===== src/hdl/txdp_pkg.sv =====
package txdp_pkg;
  // ----------------------------------------------------------------
  // Register map
  // ----------------------------------------------------------------
  localparam int REG_AW = 12; // Register address width
  localparam logic [11:0] CTRL_ADDR = 12'h300; // tx_dma_control
  localparam logic [11:0] PROVISION_FLAG_ADDR = 12'h304; // tx_channel_provisioning
  localparam logic [3:0] BE_NONE = 4'hF; // All active-low byte enables negated
  // ----------------------------------------------------------------
  // Control register fields
  // ----------------------------------------------------------------
  localparam int CTRL_EN_BIT = 0;
  localparam int CTRL_CACHE_BIT = 1;
  localparam int CTRL_RDY_LSB = 2;
  localparam int CTRL_FR_LSB = 5;
  localparam int CTRL_FLUSH_BIT = 7;
  localparam logic CTRL_EN_RST = 1'b0;
  localparam logic CTRL_CACHE_RST = 1'b1;
  localparam logic [2:0] CTRL_RDY_RST = 3'h0;
  localparam logic [1:0] CTRL_FR_RST = 2'h0;
  localparam logic CTRL_FLUSH_RST = 1'b0;
  // ----------------------------------------------------------------
  // Provisioning register fields
  // ----------------------------------------------------------------
  localparam int PROVISION_FLAG_CHAN_LSB = 0;
  localparam int PROVISION_FLAG_RSV_LSB = 8;
  localparam int PROVISION_FLAG_FLAG_BIT = 13;
  localparam int PROVISION_FLAG_RWB_BIT = 14;
  localparam int PROVISION_FLAG_BUSY_BIT = 15;
  localparam int CHAN_W = 8;
  localparam int CHANS = 256;
  // ----------------------------------------------------------------
  // Timing and thresholds
  // ----------------------------------------------------------------
  localparam logic [1:0] IND_CYC = 2'h2; // Indirect access length in cycles
  localparam int CACHE_DEPTH = 6; // Freed references per cached block
  localparam logic [5:0] RDY_N0 = 6'h01; // Code 000, value unreadable, chosen
  localparam logic [5:0] RDY_N1 = 6'h04;
  localparam logic [5:0] RDY_N2 = 6'h06;
  localparam logic [5:0] RDY_N3 = 6'h08;
  localparam logic [5:0] RDY_N4 = 6'h10;
  localparam logic [5:0] RDY_N5 = 6'h20;
  localparam logic [3:0] FR_N0 = 4'h1;
  localparam logic [3:0] FR_N1 = 4'h4;
  localparam logic [3:0] FR_N2 = 4'h8;
  // ----------------------------------------------------------------
  // Types
  // ----------------------------------------------------------------
  localparam int TDR_W = 16;
  typedef struct packed {
    logic wr;
    logic rd;
    logic [REG_AW-1:0] addr;
    logic [31:0] wdata;
    logic [3:0] be_n;
  } txdp_reg_req_t;
  typedef struct packed {
    logic rejected;
    logic [TDR_W-1:0] tx_descriptor_reference;
  } txdp_elem_t;
endpackage


===== src/hdl/txdp_free_cache.sv =====
`timescale 1ns/10ps
`default_nettype none
module txdp_free_cache
  import txdp_pkg::*;
#(
  parameter int DEPTH = CACHE_DEPTH
)
(
  input wire logic clock,
  input wire logic rst_n,
  input wire logic cache_en,
  input wire logic flush_req,
  input wire logic in_valid,
  input wire txdp_elem_t in_elem,
  output logic in_ready,
  output logic out_valid,
  output var txdp_elem_t out_elem,
  output logic out_last,
  input wire logic out_ready,
  output logic block_done,
  output logic flush_done
);
  // ----------------------------------------------------------------
  // Storage and state
  // ----------------------------------------------------------------
  localparam int CW = $clog2(DEPTH + 1);
  localparam logic [CW-1:0] DEPTH_C = CW'(DEPTH);
  localparam logic [CW-1:0] ONE_C = CW'(1);
  typedef enum logic {FC_FILL = 1'b0, FC_DRAIN = 1'b1} txdp_fc_state_t;
  txdp_fc_state_t state_r; // Fill or drain
  txdp_elem_t mem_r [DEPTH]; // Cached freed references
  logic [CW-1:0] cnt_r; // Entries held
  logic [CW-1:0] rd_r; // Drain position
  logic flushing_r; // Current block was started by a flush
  logic start; // Begin a block write
  // Drain on a full block, at once when caching is off, or on flush
  assign start = (state_r == FC_FILL) && ((cnt_r == DEPTH_C) || (cnt_r != '0 && (!cache_en || flush_req)));
  // Input stalls while a block goes out; keeps block contents fixed
  assign in_ready = (state_r == FC_FILL) && (cnt_r < DEPTH_C) && !start;
  assign out_valid = (state_r == FC_DRAIN);
  assign out_elem = mem_r[rd_r];
  assign out_last = (rd_r == cnt_r - ONE_C);
  assign block_done = out_valid && out_ready && out_last;
  // Empty cache flushes at once
  assign flush_done = ((state_r == FC_FILL) && flush_req && cnt_r == '0) || (block_done && flushing_r);
  // ----------------------------------------------------------------
  // Entry capture
  // ----------------------------------------------------------------
  always_ff @(posedge clock or negedge rst_n)
  begin
    if (!rst_n)
    begin
      for (int i = 0; i < DEPTH; i++)
        mem_r[i] <= '0;
    end
    else if (in_valid && in_ready)
    begin
      mem_r[cnt_r] <= in_elem;
    end
  end
  // ----------------------------------------------------------------
  // Fill and drain sequencing
  // ----------------------------------------------------------------
  always_ff @(posedge clock or negedge rst_n)
  begin
    if (!rst_n)
    begin
      state_r <= FC_FILL;
      cnt_r <= '0;
      rd_r <= '0;
      flushing_r <= 1'b0;
    end
    else
    begin
      case (state_r)
        FC_FILL:
        begin
          if (start)
          begin
            state_r <= FC_DRAIN;
            flushing_r <= flush_req;
            rd_r <= '0;
          end
          else if (in_valid && in_ready)
          begin
            cnt_r <= cnt_r + ONE_C;
          end
        end
        FC_DRAIN:
        begin
          if (out_ready && out_last)
          begin
            state_r <= FC_FILL;
            cnt_r <= '0;
            rd_r <= '0;
            flushing_r <= 1'b0;
          end
          else if (out_ready)
          begin
            rd_r <= rd_r + ONE_C;
          end
        end
        default:
        begin
          state_r <= FC_FILL;
        end
      endcase
    end
  end
endmodule
`default_nettype wire


===== src/hdl/txdp_top.sv =====
// Function
// - Any enabled byte writes whole register
// - All byte enables negated means no access
// - Enable high accepts ready-queue references
// - Enable low ignores ready queue
// - Cache on writes freed references up to six
// - Cache off writes each freed reference alone
// - Ready interrupt after selected reference count
// - Free interrupt after selected block count
// - Flush bit dumps whole free cache
// - Flush self-clears; writing zero does nothing
// - Provisioned channel chains appended to list
// - Unprovisioned chains rejected to free queue
// - Indirect read loads flag field
// - Channel field holds last host write
// - Select bit chooses write or query
// - Busy set on write, cleared at completion
// - Flag provisions, unprovisions, reports state
`timescale 1ns/10ps
`default_nettype none
module txdp_top
  import txdp_pkg::*;
(
  input wire logic clock,
  input wire logic rst_n,
  input wire txdp_reg_req_t reg_req,
  output logic [31:0] reg_rdata,
  output logic reg_rvalid,
  input wire logic rdy_valid,
  input wire logic [TDR_W-1:0] rdy_tdr,
  output logic rdy_ready,
  output logic fetch_valid,
  output logic [TDR_W-1:0] fetch_tdr,
  input wire logic fetch_ready,
  output logic tx_dma_enable,
  input wire logic chain_valid,
  input wire logic [CHAN_W-1:0] chain_chan,
  input wire logic [TDR_W-1:0] chain_tdr,
  output logic chain_ready,
  output logic append_valid,
  output logic [CHAN_W-1:0] append_chan,
  output logic [TDR_W-1:0] append_tdr,
  input wire logic append_ready,
  input wire logic freed_valid,
  input wire logic [TDR_W-1:0] freed_tdr,
  output logic freed_ready,
  output logic fq_wr_valid,
  output var txdp_elem_t fq_wr_elem,
  output logic fq_wr_last,
  input wire logic fq_wr_ready,
  output logic ready_queue_irq,
  output logic free_queue_irq
);
  // ----------------------------------------------------------------
  // Declarations
  // ----------------------------------------------------------------
  typedef enum logic {IND_IDLE = 1'b0, IND_RUN = 1'b1} txdp_ind_state_t;
  logic enable_r; // DMA enable
  logic cache_r; // Free write caching
  logic [2:0] ready_threshold_sel_r; // Ready interrupt count code
  logic [1:0] free_threshold_sel_r; // Free interrupt block code
  logic free_cache_flush_r; // Flush request, self clearing
  logic [CHAN_W-1:0] channel_number_r; // Indirect channel
  logic provision_flag_r; // Indirect flag
  logic indirect_read_not_write_r; // Query when high
  logic [1:0] rsv_r; // Plain storage bits
  txdp_ind_state_t ind_state_r; // Indirect access progress
  logic [1:0] ind_cnt_r; // Cycles left in access
  logic [CHANS-1:0] provision_flag_mem_r; // Per-channel provision state
  logic wr_hit; // Write with some byte enabled
  logic ctrl_wr; // Control register write
  logic provision_flag_wr; // Provisioning register write
  logic busy; // Indirect access in flight
  logic ind_done; // Indirect access completes this cycle
  logic fetch_valid_r; // Fetch stage holds a reference
  logic [TDR_W-1:0] fetch_tdr_r; // Reference to fetch
  logic append_valid_r; // Append stage holds a chain
  logic [CHAN_W-1:0] append_chan_r; // Chain channel
  logic [TDR_W-1:0] append_tdr_r; // Chain head reference
  logic chan_provision_flag; // Incoming chain channel provisioned
  logic rej_req; // Incoming chain must be rejected
  logic cache_in_valid; // Cache input request
  logic cache_in_ready; // Cache accepts an entry
  txdp_elem_t cache_in_elem; // Entry offered to cache
  logic block_done; // Free block written
  logic flush_done; // Flush finished
  logic [5:0] rdy_cnt_r; // References since last ready event
  logic [3:0] fr_cnt_r; // Blocks since last free event
  logic ready_irq_r; // Ready event pulse
  logic free_irq_r; // Free event pulse
  logic [31:0] rdata_r; // Read data
  logic rvalid_r; // Read answer
  // ----------------------------------------------------------------
  // Threshold decode
  // ----------------------------------------------------------------
  // Reserved codes give zero; zero limits are skipped, so a wrapped counter stays silent
  function automatic logic [5:0] rdy_limit(input logic [2:0] sel);
    case (sel)
      3'h0: rdy_limit = RDY_N0;
      3'h1: rdy_limit = RDY_N1;
      3'h2: rdy_limit = RDY_N2;
      3'h3: rdy_limit = RDY_N3;
      3'h4: rdy_limit = RDY_N4;
      3'h5: rdy_limit = RDY_N5;
      default: rdy_limit = 6'h00;
    endcase
  endfunction
  function automatic logic [3:0] fr_limit(input logic [1:0] sel);
    case (sel)
      2'h0: fr_limit = FR_N0;
      2'h1: fr_limit = FR_N1;
      2'h2: fr_limit = FR_N2;
      default: fr_limit = 4'h0;
    endcase
  endfunction
  // ----------------------------------------------------------------
  // Register decode
  // ----------------------------------------------------------------
  assign wr_hit = reg_req.wr && (reg_req.be_n != BE_NONE);
  assign ctrl_wr = wr_hit && (reg_req.addr == CTRL_ADDR);
  // Writes while busy are dropped; host is expected to poll first
  assign provision_flag_wr = wr_hit && (reg_req.addr == PROVISION_FLAG_ADDR) && !busy;
  assign busy = (ind_state_r == IND_RUN);
  assign ind_done = busy && (ind_cnt_r == 2'h0);
  // ----------------------------------------------------------------
  // Control register
  // ----------------------------------------------------------------
  always_ff @(posedge clock or negedge rst_n)
  begin
    if (!rst_n)
    begin
      enable_r <= CTRL_EN_RST;
      cache_r <= CTRL_CACHE_RST;
      ready_threshold_sel_r <= CTRL_RDY_RST;
      free_threshold_sel_r <= CTRL_FR_RST;
    end
    else if (ctrl_wr)
    begin
      enable_r <= reg_req.wdata[CTRL_EN_BIT];
      cache_r <= reg_req.wdata[CTRL_CACHE_BIT];
      ready_threshold_sel_r <= reg_req.wdata[CTRL_RDY_LSB +: 3];
      free_threshold_sel_r <= reg_req.wdata[CTRL_FR_LSB +: 2];
    end
  end
  // Flush bit: a new set in the completion cycle wins over the clear
  always_ff @(posedge clock or negedge rst_n)
  begin
    if (!rst_n)
      free_cache_flush_r <= CTRL_FLUSH_RST;
    else if (ctrl_wr && reg_req.wdata[CTRL_FLUSH_BIT])
      free_cache_flush_r <= 1'b1;
    else if (flush_done)
      free_cache_flush_r <= 1'b0;
  end
  // ----------------------------------------------------------------
  // Indirect provisioning register and sequencer
  // ----------------------------------------------------------------
  always_ff @(posedge clock or negedge rst_n)
  begin
    if (!rst_n)
    begin
      channel_number_r <= '0;
      provision_flag_r <= 1'b0;
      indirect_read_not_write_r <= 1'b0;
      rsv_r <= 2'h0;
    end
    else if (provision_flag_wr)
    begin
      // Channel and flag arrive with the trigger write itself
      channel_number_r <= reg_req.wdata[PROVISION_FLAG_CHAN_LSB +: CHAN_W];
      provision_flag_r <= reg_req.wdata[PROVISION_FLAG_FLAG_BIT];
      indirect_read_not_write_r <= reg_req.wdata[PROVISION_FLAG_RWB_BIT];
      rsv_r <= reg_req.wdata[PROVISION_FLAG_RSV_LSB +: 2];
    end
    else if (ind_done && indirect_read_not_write_r)
    begin
      channel_number_r <= channel_number_r;
      provision_flag_r <= provision_flag_mem_r[channel_number_r];
    end
  end
  // Access sequencing; busy is the run state itself
  always_ff @(posedge clock or negedge rst_n)
  begin
    if (!rst_n)
    begin
      ind_state_r <= IND_IDLE;
      ind_cnt_r <= 2'h0;
    end
    else
    begin
      case (ind_state_r)
        IND_IDLE:
        begin
          if (provision_flag_wr)
          begin
            ind_state_r <= IND_RUN;
            ind_cnt_r <= IND_CYC - 2'h1;
          end
        end
        IND_RUN:
        begin
          if (ind_cnt_r == 2'h0)
            ind_state_r <= IND_IDLE;
          else
            ind_cnt_r <= ind_cnt_r - 2'h1;
        end
        default:
        begin
          ind_state_r <= IND_IDLE;
        end
      endcase
    end
  end
  // Provision memory; all channels start unprovisioned
  always_ff @(posedge clock or negedge rst_n)
  begin
    if (!rst_n)
      provision_flag_mem_r <= '0;
    else if (ind_done && !indirect_read_not_write_r)
      provision_flag_mem_r[channel_number_r] <= provision_flag_r;
  end
  // ----------------------------------------------------------------
  // Register read
  // ----------------------------------------------------------------
  always_ff @(posedge clock or negedge rst_n)
  begin
    if (!rst_n)
    begin
      rdata_r <= 32'h0000_0000;
      rvalid_r <= 1'b0;
    end
    else
    begin
      rvalid_r <= reg_req.rd;
      rdata_r <= 32'h0000_0000;
      // No byte enabled: answered, but nothing is read
      if (reg_req.rd && reg_req.be_n != BE_NONE && reg_req.addr == CTRL_ADDR)
        rdata_r <= {24'h00_0000, free_cache_flush_r, free_threshold_sel_r, ready_threshold_sel_r, cache_r, enable_r};
      else if (reg_req.rd && reg_req.be_n != BE_NONE && reg_req.addr == PROVISION_FLAG_ADDR)
        rdata_r <= {16'h0000, busy, indirect_read_not_write_r, provision_flag_r, 3'h0, rsv_r, channel_number_r};
    end
  end
  // ----------------------------------------------------------------
  // Ready queue intake
  // ----------------------------------------------------------------
  assign rdy_ready = enable_r && (!fetch_valid_r || fetch_ready);
  always_ff @(posedge clock or negedge rst_n)
  begin
    if (!rst_n)
    begin
      fetch_valid_r <= 1'b0;
      fetch_tdr_r <= '0;
    end
    else if (rdy_valid && rdy_ready)
    begin
      fetch_valid_r <= 1'b1;
      fetch_tdr_r <= rdy_tdr;
    end
    else if (fetch_ready)
    begin
      fetch_valid_r <= 1'b0;
    end
  end
  // Ready event counter
  always_ff @(posedge clock or negedge rst_n)
  begin
    if (!rst_n)
    begin
      rdy_cnt_r <= 6'h00;
      ready_irq_r <= 1'b0;
    end
    else
    begin
      ready_irq_r <= 1'b0;
      if (rdy_valid && rdy_ready)
      begin
        if (rdy_limit(ready_threshold_sel_r) != 6'h00 && rdy_cnt_r + 6'h01 == rdy_limit(ready_threshold_sel_r))
        begin
          ready_irq_r <= 1'b1;
          rdy_cnt_r <= 6'h00;
        end
        else
          rdy_cnt_r <= rdy_cnt_r + 6'h01;
      end
    end
  end
  // ----------------------------------------------------------------
  // Chain intake: append or reject
  // ----------------------------------------------------------------
  assign chan_provision_flag = provision_flag_mem_r[chain_chan];
  assign rej_req = chain_valid && !chan_provision_flag;
  assign chain_ready = chan_provision_flag ? (!append_valid_r || append_ready) : cache_in_ready;
  // Rejections take priority over ordinary freed references
  assign cache_in_valid = rej_req || freed_valid;
  assign cache_in_elem = rej_req ? txdp_elem_t'{rejected: 1'b1, tx_descriptor_reference: chain_tdr} : txdp_elem_t'{rejected: 1'b0, tx_descriptor_reference: freed_tdr};
  assign freed_ready = cache_in_ready && !rej_req;
  always_ff @(posedge clock or negedge rst_n)
  begin
    if (!rst_n)
    begin
      append_valid_r <= 1'b0;
      append_chan_r <= '0;
      append_tdr_r <= '0;
    end
    else if (chain_valid && chan_provision_flag && chain_ready)
    begin
      append_valid_r <= 1'b1;
      append_chan_r <= chain_chan;
      append_tdr_r <= chain_tdr;
    end
    else if (append_ready)
    begin
      append_valid_r <= 1'b0;
    end
  end
  // ----------------------------------------------------------------
  // Free queue cache
  // ----------------------------------------------------------------
  txdp_free_cache #(.DEPTH(CACHE_DEPTH)) u_cache (
    .clock(clock),
    .rst_n(rst_n),
    .cache_en(cache_r),
    .flush_req(free_cache_flush_r),
    .in_valid(cache_in_valid),
    .in_elem(cache_in_elem),
    .in_ready(cache_in_ready),
    .out_valid(fq_wr_valid),
    .out_elem(fq_wr_elem),
    .out_last(fq_wr_last),
    .out_ready(fq_wr_ready),
    .block_done(block_done),
    .flush_done(flush_done)
  );
  // Free event counter
  always_ff @(posedge clock or negedge rst_n)
  begin
    if (!rst_n)
    begin
      fr_cnt_r <= 4'h0;
      free_irq_r <= 1'b0;
    end
    else
    begin
      free_irq_r <= 1'b0;
      if (block_done)
      begin
        if (fr_limit(free_threshold_sel_r) != 4'h0 && fr_cnt_r + 4'h1 == fr_limit(free_threshold_sel_r))
        begin
          free_irq_r <= 1'b1;
          fr_cnt_r <= 4'h0;
        end
        else
          fr_cnt_r <= fr_cnt_r + 4'h1;
      end
    end
  end
  // ----------------------------------------------------------------
  // Outputs
  // ----------------------------------------------------------------
  assign reg_rdata = rdata_r;
  assign reg_rvalid = rvalid_r;
  assign fetch_valid = fetch_valid_r;
  assign fetch_tdr = fetch_tdr_r;
  // Downstream keeps draining built lists after enable drops
  assign tx_dma_enable = enable_r;
  assign append_valid = append_valid_r;
  assign append_chan = append_chan_r;
  assign append_tdr = append_tdr_r;
  assign ready_queue_irq = ready_irq_r;
  assign free_queue_irq = free_irq_r;
endmodule
`default_nettype wire


===== config.mk =====
export PLATFORM = sky130hd
export DESIGN_NAME = txdp_top
export DESIGN_NICKNAME = d
export VERILOG_FILES = /design/src/hdl/txdp_pkg.sv /design/src/hdl/txdp_free_cache.sv /design/src/hdl/txdp_top.sv
export SDC_FILE = /design/constraint.sdc
export NUM_CORES = 1
export LEC_CHECK = 0
export BUFFER_PORTS_ARGS = -buffer_cell sky130_fd_sc_hd__buf_2
export CAP_MARGIN = 40
export CORE_MARGIN = 2
export CORE_UTILIZATION = 55
export CTS_CLUSTER_SIZE = 12
export DETAILED_ROUTE_END_ITERATION = 16
export GPL_ROUTABILITY_DRIVEN = 0
export MAX_ROUTING_LAYER = met4
export PLACE_DENSITY = 0.77
export SETUP_SLACK_MARGIN = 0.05
export SKIP_CTS_REPAIR_TIMING = 1
export SLEW_MARGIN = 20
export SYNTH_ARGS = -nofsm -noshare
export SYNTH_HDL_FRONTEND = slang
export SYNTH_SLANG_ARGS = --single-unit
export TNS_END_PERCENT = 20

===== constraint.sdc =====
create_clock -name clock -period 4.3 [get_ports clock]
set_input_delay 0.86 -clock clock [delete_from_list [all_inputs] [get_ports clock]]
set_output_delay 0.86 -clock clock [all_outputs]
set_load 0.02 [all_outputs]

---- Word-level counts from Yosys, hierarchy flattened ----
Index checks and enable logic that the tools add are counted.
word-level totals
  bits in registers ....................... 476
  input bits .............................. 114
  logic and storage cells ................. 193
  output and inout bits ................... 100
operators by class
  reduce and logical (&&, ||, !) cells .... 61
  $lt $le $gt $ge ......................... 7
  muxes and demuxes ....................... 55
  bitwise logic cells ..................... 4
  eq/ne operators ......................... 21
  add/subtract/negate cells ............... 6
operators with widths
  cell                                                         number
  bitwise mux 256 bit                                          1
  bitwise mux 102 bit                                          1
  two-way mux 17 bit                                           4
  binary-select mux 17 bit (select 3 bit)                      1
  demux 17 bit (select 3 bit)                                  1
  case mux 6 bit (6 select lines)                              1
  logical AND 1 bit                                            32
  two-way mux 16 bit                                           2
  == test 12 x 10 -> 1 bit (second input constant)             2
  two-way mux 1 bit                                            22
  less-than comparator 8 x 9 -> 1 bit (second input constant)  2
  two-way mux 3 bit                                            6
  binary-select mux 1 bit (select 8 bit)                       2
  two-way mux 6 bit                                            2
  case mux 3 bit (2 select lines)                              2
  case mux 4 bit (3 select lines)                              1
  != test 2 bit (second input constant)                        5
  == test 3 bit (second input constant)                        3
  demux 1 bit (select 8 bit)                                   1
  >= comparator 4 bit (second input constant)                  2
  >= comparator 8 x 1 -> 1 bit (second input constant)         1
  zero test 1 bit                                              8
  two-way mux 4 bit                                            2
  NOT 3 -> 4 bit                                               2
  30 further kinds                                             48

---- Logic depth before layout (Yosys ltp) ----
  word-level depth ........................ 11
  depth in mapped cells ................... 15
  gate-level depth less buffers ........... 9

---- By module ----
A second synthesis with hierarchy kept.
second synthesis, totals
  cell total of the unflattened synthesis .. 2,023
  area total of the unflattened synthesis .. 24,917.6 um2
modules (own cells, without submodules)
  module           instances  seq. area each (um2)  area each (um2)  cells each
  txdp_top         1          8,684.6               19,693.9         1,661
  txdp_free_cache  1          2,752.6               5,223.8          362

---- Worst setup path before layout ----
No wires, ideal clock.
  kind .................................... input to output
  from .................................... input chain_chan[0]
  to ...................................... output freed_ready
  cell stages on the path ................. 10
  arrival time ............................ 3.400 ns
  path slack .............................. 0.040 ns
  path through ............................ buf_6 > buf_12 > mux4_1 > mux4_2 > mux2i_1 > a2111oi_1 > or3_4 > o22ai_1 > clkbuf_1 > nor2_1
on the way
  longest elaborated chain between the ends .. 6
RTL lines
  element                                  RTL line         text
  start: declaration                       txdp_top.sv:37   input wire logic [CHAN_W-1:0] chain_chan,
  binary-select mux 1 bit (select 8 bit)   txdp_top.sv:290  assign chan_provision_flag = provision_flag_mem_r[chain_chan];
  two-way mux 1 bit (not written as such)  txdp_top.sv:290
  zero test 1 bit                          txdp_top.sv:291  assign rej_req = chain_valid && !chan_provision_flag;
  logical AND 1 bit                        txdp_top.sv:291
  zero test 1 bit                          txdp_top.sv:296  assign freed_ready = cache_in_ready && !rej_req;
  logical AND 1 bit                        txdp_top.sv:296
  end: declaration                         txdp_top.sv:46   output logic freed_ready,
No other way between the ends. The select of a mux whose other input is x is not followed.

---- Worst setup path after layout ----
Same ends and word-level chain as after synthesis.

==> impl_metrics.csv <==
group,metric,value,unit
worst_hold_path,hp-class,"in2async",
global_routing,grt_start_max_net_pins,106,
final_layout,n_fill_cell,3184,
yosys,ys_top_cells_by_area,"sky130_fd_sc_hd__dfrtp_1 46%, sky130_fd_sc_hd__mux2_2 20%, sky130_fd_sc_hd__mux4_2 14%, sky130_fd_sc_hd__nand2_1 3.4%, sky130_fd_sc_hd__nor2_1 2.0%",
routing,wirelength_met1,26300,microns
cts,clock_tree_from_tritoncts,"built",
yosys,yosysTopAreaCell,"sky130_fd_sc_hd__dfrtp_1",
yosys,syn-cell-area,0.0246,sq mm
global_routing,grt_use_total,29.4,%
timing,tightestPinTransition,0.928,ns
setup_path,endpoint_kind,"output port",
job,max-cap-violations,0,
cts,worst_setup_hold_path_clk_slew,0.06,ns
timing,final_hold_viol_count,0,
cts,clk_root_buffer_cell,"sky130_fd_sc_hd__clkbuf_16",
timing,headroom_to_the_max_slew_limit,38.1,%
yosys,main_synth_ff_type,"sky130_fd_sc_hd__dfrtp_1",
setup_path,cpMostUsedCell,"sky130_fd_sc_hd__buf_12",
floorplanning,initial_core_util,55.6,%
setup_path,crit_type,"in2out",
timing,time_the_final_worst_path_needs_with_i_o_delays_and_setup,4.24,ns
yosys,yosys_register_bits,457,
global_routing,grt_pass1_vias,17900,
setup_path,critical-path-slowest-cell,"sky130_fd_sc_hd__mux4_2",
final_layout,finalCoreUtilization,64.1,%
floorplanning,top_level_pins,214,
yosys,sequential_share_of_the_synthesized_area,46.5,%
setup_path,critPathMaxFanout,14,
timing,finalCritPeriodShare,98.5,%
routing,met2_wirelength,31600,microns
floorplanning,die-area,0.0464,sq mm
routing,first_iter_violations,1737,
place,detailed_place.area,0.0266,sq mm
timing,setup_slack,0.0644,ns
timing,achievable-frequency,236,MHz
timing,fin_worst_skew,0.0187,ns
global_routing,grt_overflow_total,0,
routing,drc_viols,0,
timing,setup-tns-final,0,ns
final_layout,area_growth,15.1,%
setup_path,cp_data_arrival_time,3.38,ns
yosys,synth.distinct_cells,74,
yosys,synth.most_common_cell,"sky130_fd_sc_hd__dfrtp_1",
setup_path,worstPathRequired,3.44,ns
setup_path,worstPathCellList,"buf_12 -> buf_12 -> buf_12 -> mux4_2 -> mux2i_1 -> a22oi_1 -> a41oi_1 -> nand4_1 -> buf_4 -> o22ai_2 -> nor2_1 -> buf_2",
place,place_worst_setup_slack,-0.205,ns
floorplanning,core_box_area,0.0442,sq mm
final_layout,multiInputGateArea,0.0124,sq mm
timing,finalSetupViolations,0,
routing,detailroute.wirelength.met3,5650,microns
routing,routed-via-count,17500,
cts,tritoncts_num_sinks,457,
final_layout,layout.cell_area.non_filler,0.0283,sq mm
pwr,leakage,13.0,nW
setup_path,critical_path.startpoint_type,"input pin",
yosys,synth_largest_type_area_fraction,46.4,%
global_routing,grt_pass1_wl,103000,microns
floorplanning,dieWidth,216,microns
global_routing,grt_antenna_before_repair,1,
pwr,worst_ir_drop_vdd,0.391,mV
yosys,syn_inst,1933,
yosys,synth_area_per_cell,12.7,sq um
routing,topRoutingLayerUsed,"met4",
yosys,postSynth.asyncResetShare,100,%
timing,grt_setup_unrepaired,"no",
routing,dr.pass1.iters,8,
yosys,synth_enable_flop_cells,0,
cts,worstSkewPairLatency,0.61,ns
floorplanning,rows,77,
cts,cts_made_buffers,48,
final_layout,layout-drive-gt1-share,46.2,%
setup_path,critical_path.max_stage_delay,0.53,ns
yosys,ys_warnings,0,
floorplanning,die_height,216,microns
final_layout,num-nets-final,2239,
timing,maxSlewViolCount,0,
routing,drt_wl_total,66100,microns
place,place_hpwl,43800,microns
pwr,total_power,12.0,mW
final_layout,seq_area,0.0114,sq mm
place,port_buffers,174,
routing,wl_per_cell,24.1,microns
routing,viasPerCell,6.38,
cts,htree_num_levels,2,
outcome,status,"finished clean",
pwr,power_density,423,mW/mm^2
routing,drtAntennaViolNets,0,
cts,clock_path_buffers,3,
yosys,post_synth_most_frequent_cells,"456 x sky130_fd_sc_hd__dfrtp_1, 430 x sky130_fd_sc_hd__mux2_2, 224 x sky130_fd_sc_hd__nand2_1, 151 x sky130_fd_sc_hd__mux4_2, 129 x sky130_fd_sc_hd__nor2_1",
==> registers in the layout (all words and copies together) (netlist names), 2 cells and up <==
name / count
channel_number_r: 8
u_cache.rd_r: 3
fetch_tdr: 16
rsv_r: 2
append_chan: 8
u_cache.cnt_r: 3
provision_flag_mem_r: 256
ind_cnt_r: 2
append_tdr: 16
u_cache.mem_r: 102
free_threshold_sel_r: 2
ready_threshold_sel_r: 3
rdy_cnt_r: 6
reg_rdata: 13
fr_cnt_r: 4
==> cells by family after synthesis <==
logic type	after synthesis	synth area share, %
compound gates	101	2.87
other cells	1	0.0152
simple gates	509	9.34
mux	639	36.7
buf+inv	207	3.83
fa+ha+maj	8	0.407
flops	457	46.5
xor+xnor	11	0.392
==> layout make-up <==
class	instances	area share (%)
multi-input cells	1287	43.9
flip-flops and latches	457	40.4
repair buffers	291	7.44
clock buffers	73	4.92
well taps	592	2.61
inverters	32	0.424
clock inverters	12	0.327
diodes	1	0.00883
==> stage by stage <==
step	hold WS [ns]	cells
floorplan	0.469	1951
global placement	0.473	2641
detailed placement	0.487	2650
CTS	0.364	2735
global route	0.392	2745
finish	0.328	2745
==> where the power goes <==
group | switching (mW) | internal, mW
combinational | 1.42 | 1.33
sequential | 0.386 | 4.85
clock | 1.75 | 2.24
total | 3.56 | 8.42
==> layout by cell type (no fill, tap or decap), types with 17 or more instances in the layout <==
cell	synthesis	routed
sky130_fd_sc_hd__nor2_1	129	129
sky130_fd_sc_hd__buf_12	2	17
sky130_fd_sc_hd__mux2i_1	39	39
sky130_fd_sc_hd__conb_1	1	19
sky130_fd_sc_hd__nor3_1	34	29
sky130_fd_sc_hd__inv_1	32	32
sky130_fd_sc_hd__mux2_2	430	430
sky130_fd_sc_hd__dfrtp_1	456	451
sky130_fd_sc_hd__buf_2	17	171
sky130_fd_sc_hd__buf_4	24	89
sky130_fd_sc_hd__mux4_2	151	152
sky130_fd_sc_hd__nand2b_1	24	24
sky130_fd_sc_hd__nand3_1	24	24
sky130_fd_sc_hd__o21ai_0	22	21
sky130_fd_sc_hd__nand2_1	224	223
sky130_fd_sc_hd__clkbuf_16	0	49
sky130_fd_sc_hd__o22ai_1	23	22
==> metal layers <==
layer,vias to the layer above,GRT usage [%]
met3,213,5.61
met4,0,10.9
met1,9049,39.3
met2,864,45.1
met5,-,-
li1,7379,-
==> worst paths after layout <==
path	cells past startpoint	startpoint	slack (ns)	to
min reg2reg	1	fetch_tdr[15]$_DFFE_PN0P_	0.50	fetch_tdr[15]$_DFFE_PN0P_
min in group clock	1	reg_req[48]	0.42	reg_rvalid$_DFF_PN0_
max	12	chain_chan[0]	0.06	freed_ready
max in group asynchronous	3	rst_n	2.90	provision_flag_mem_r[148]$_DFFE_PN0P_
max reg2reg	10	provision_flag_mem_r[41]$_DFFE_PN0P_	0.77	u_cache.mem_r[8]$_DFFE_PN0P_
min	1	rst_n	0.33	provision_flag_mem_r[97]$_DFFE_PN0P_
==> worst max-delay path, delay by kind of cell <==
family                 cells  cell delay (ns)
AO/OA/AOI/OAI              3             0.50
buffers and inverters      5             0.86
AND/OR/NAND/NOR            2             0.33
multiplexers               2             0.79
No activity file was read; power rests on OpenSTA's default activity.
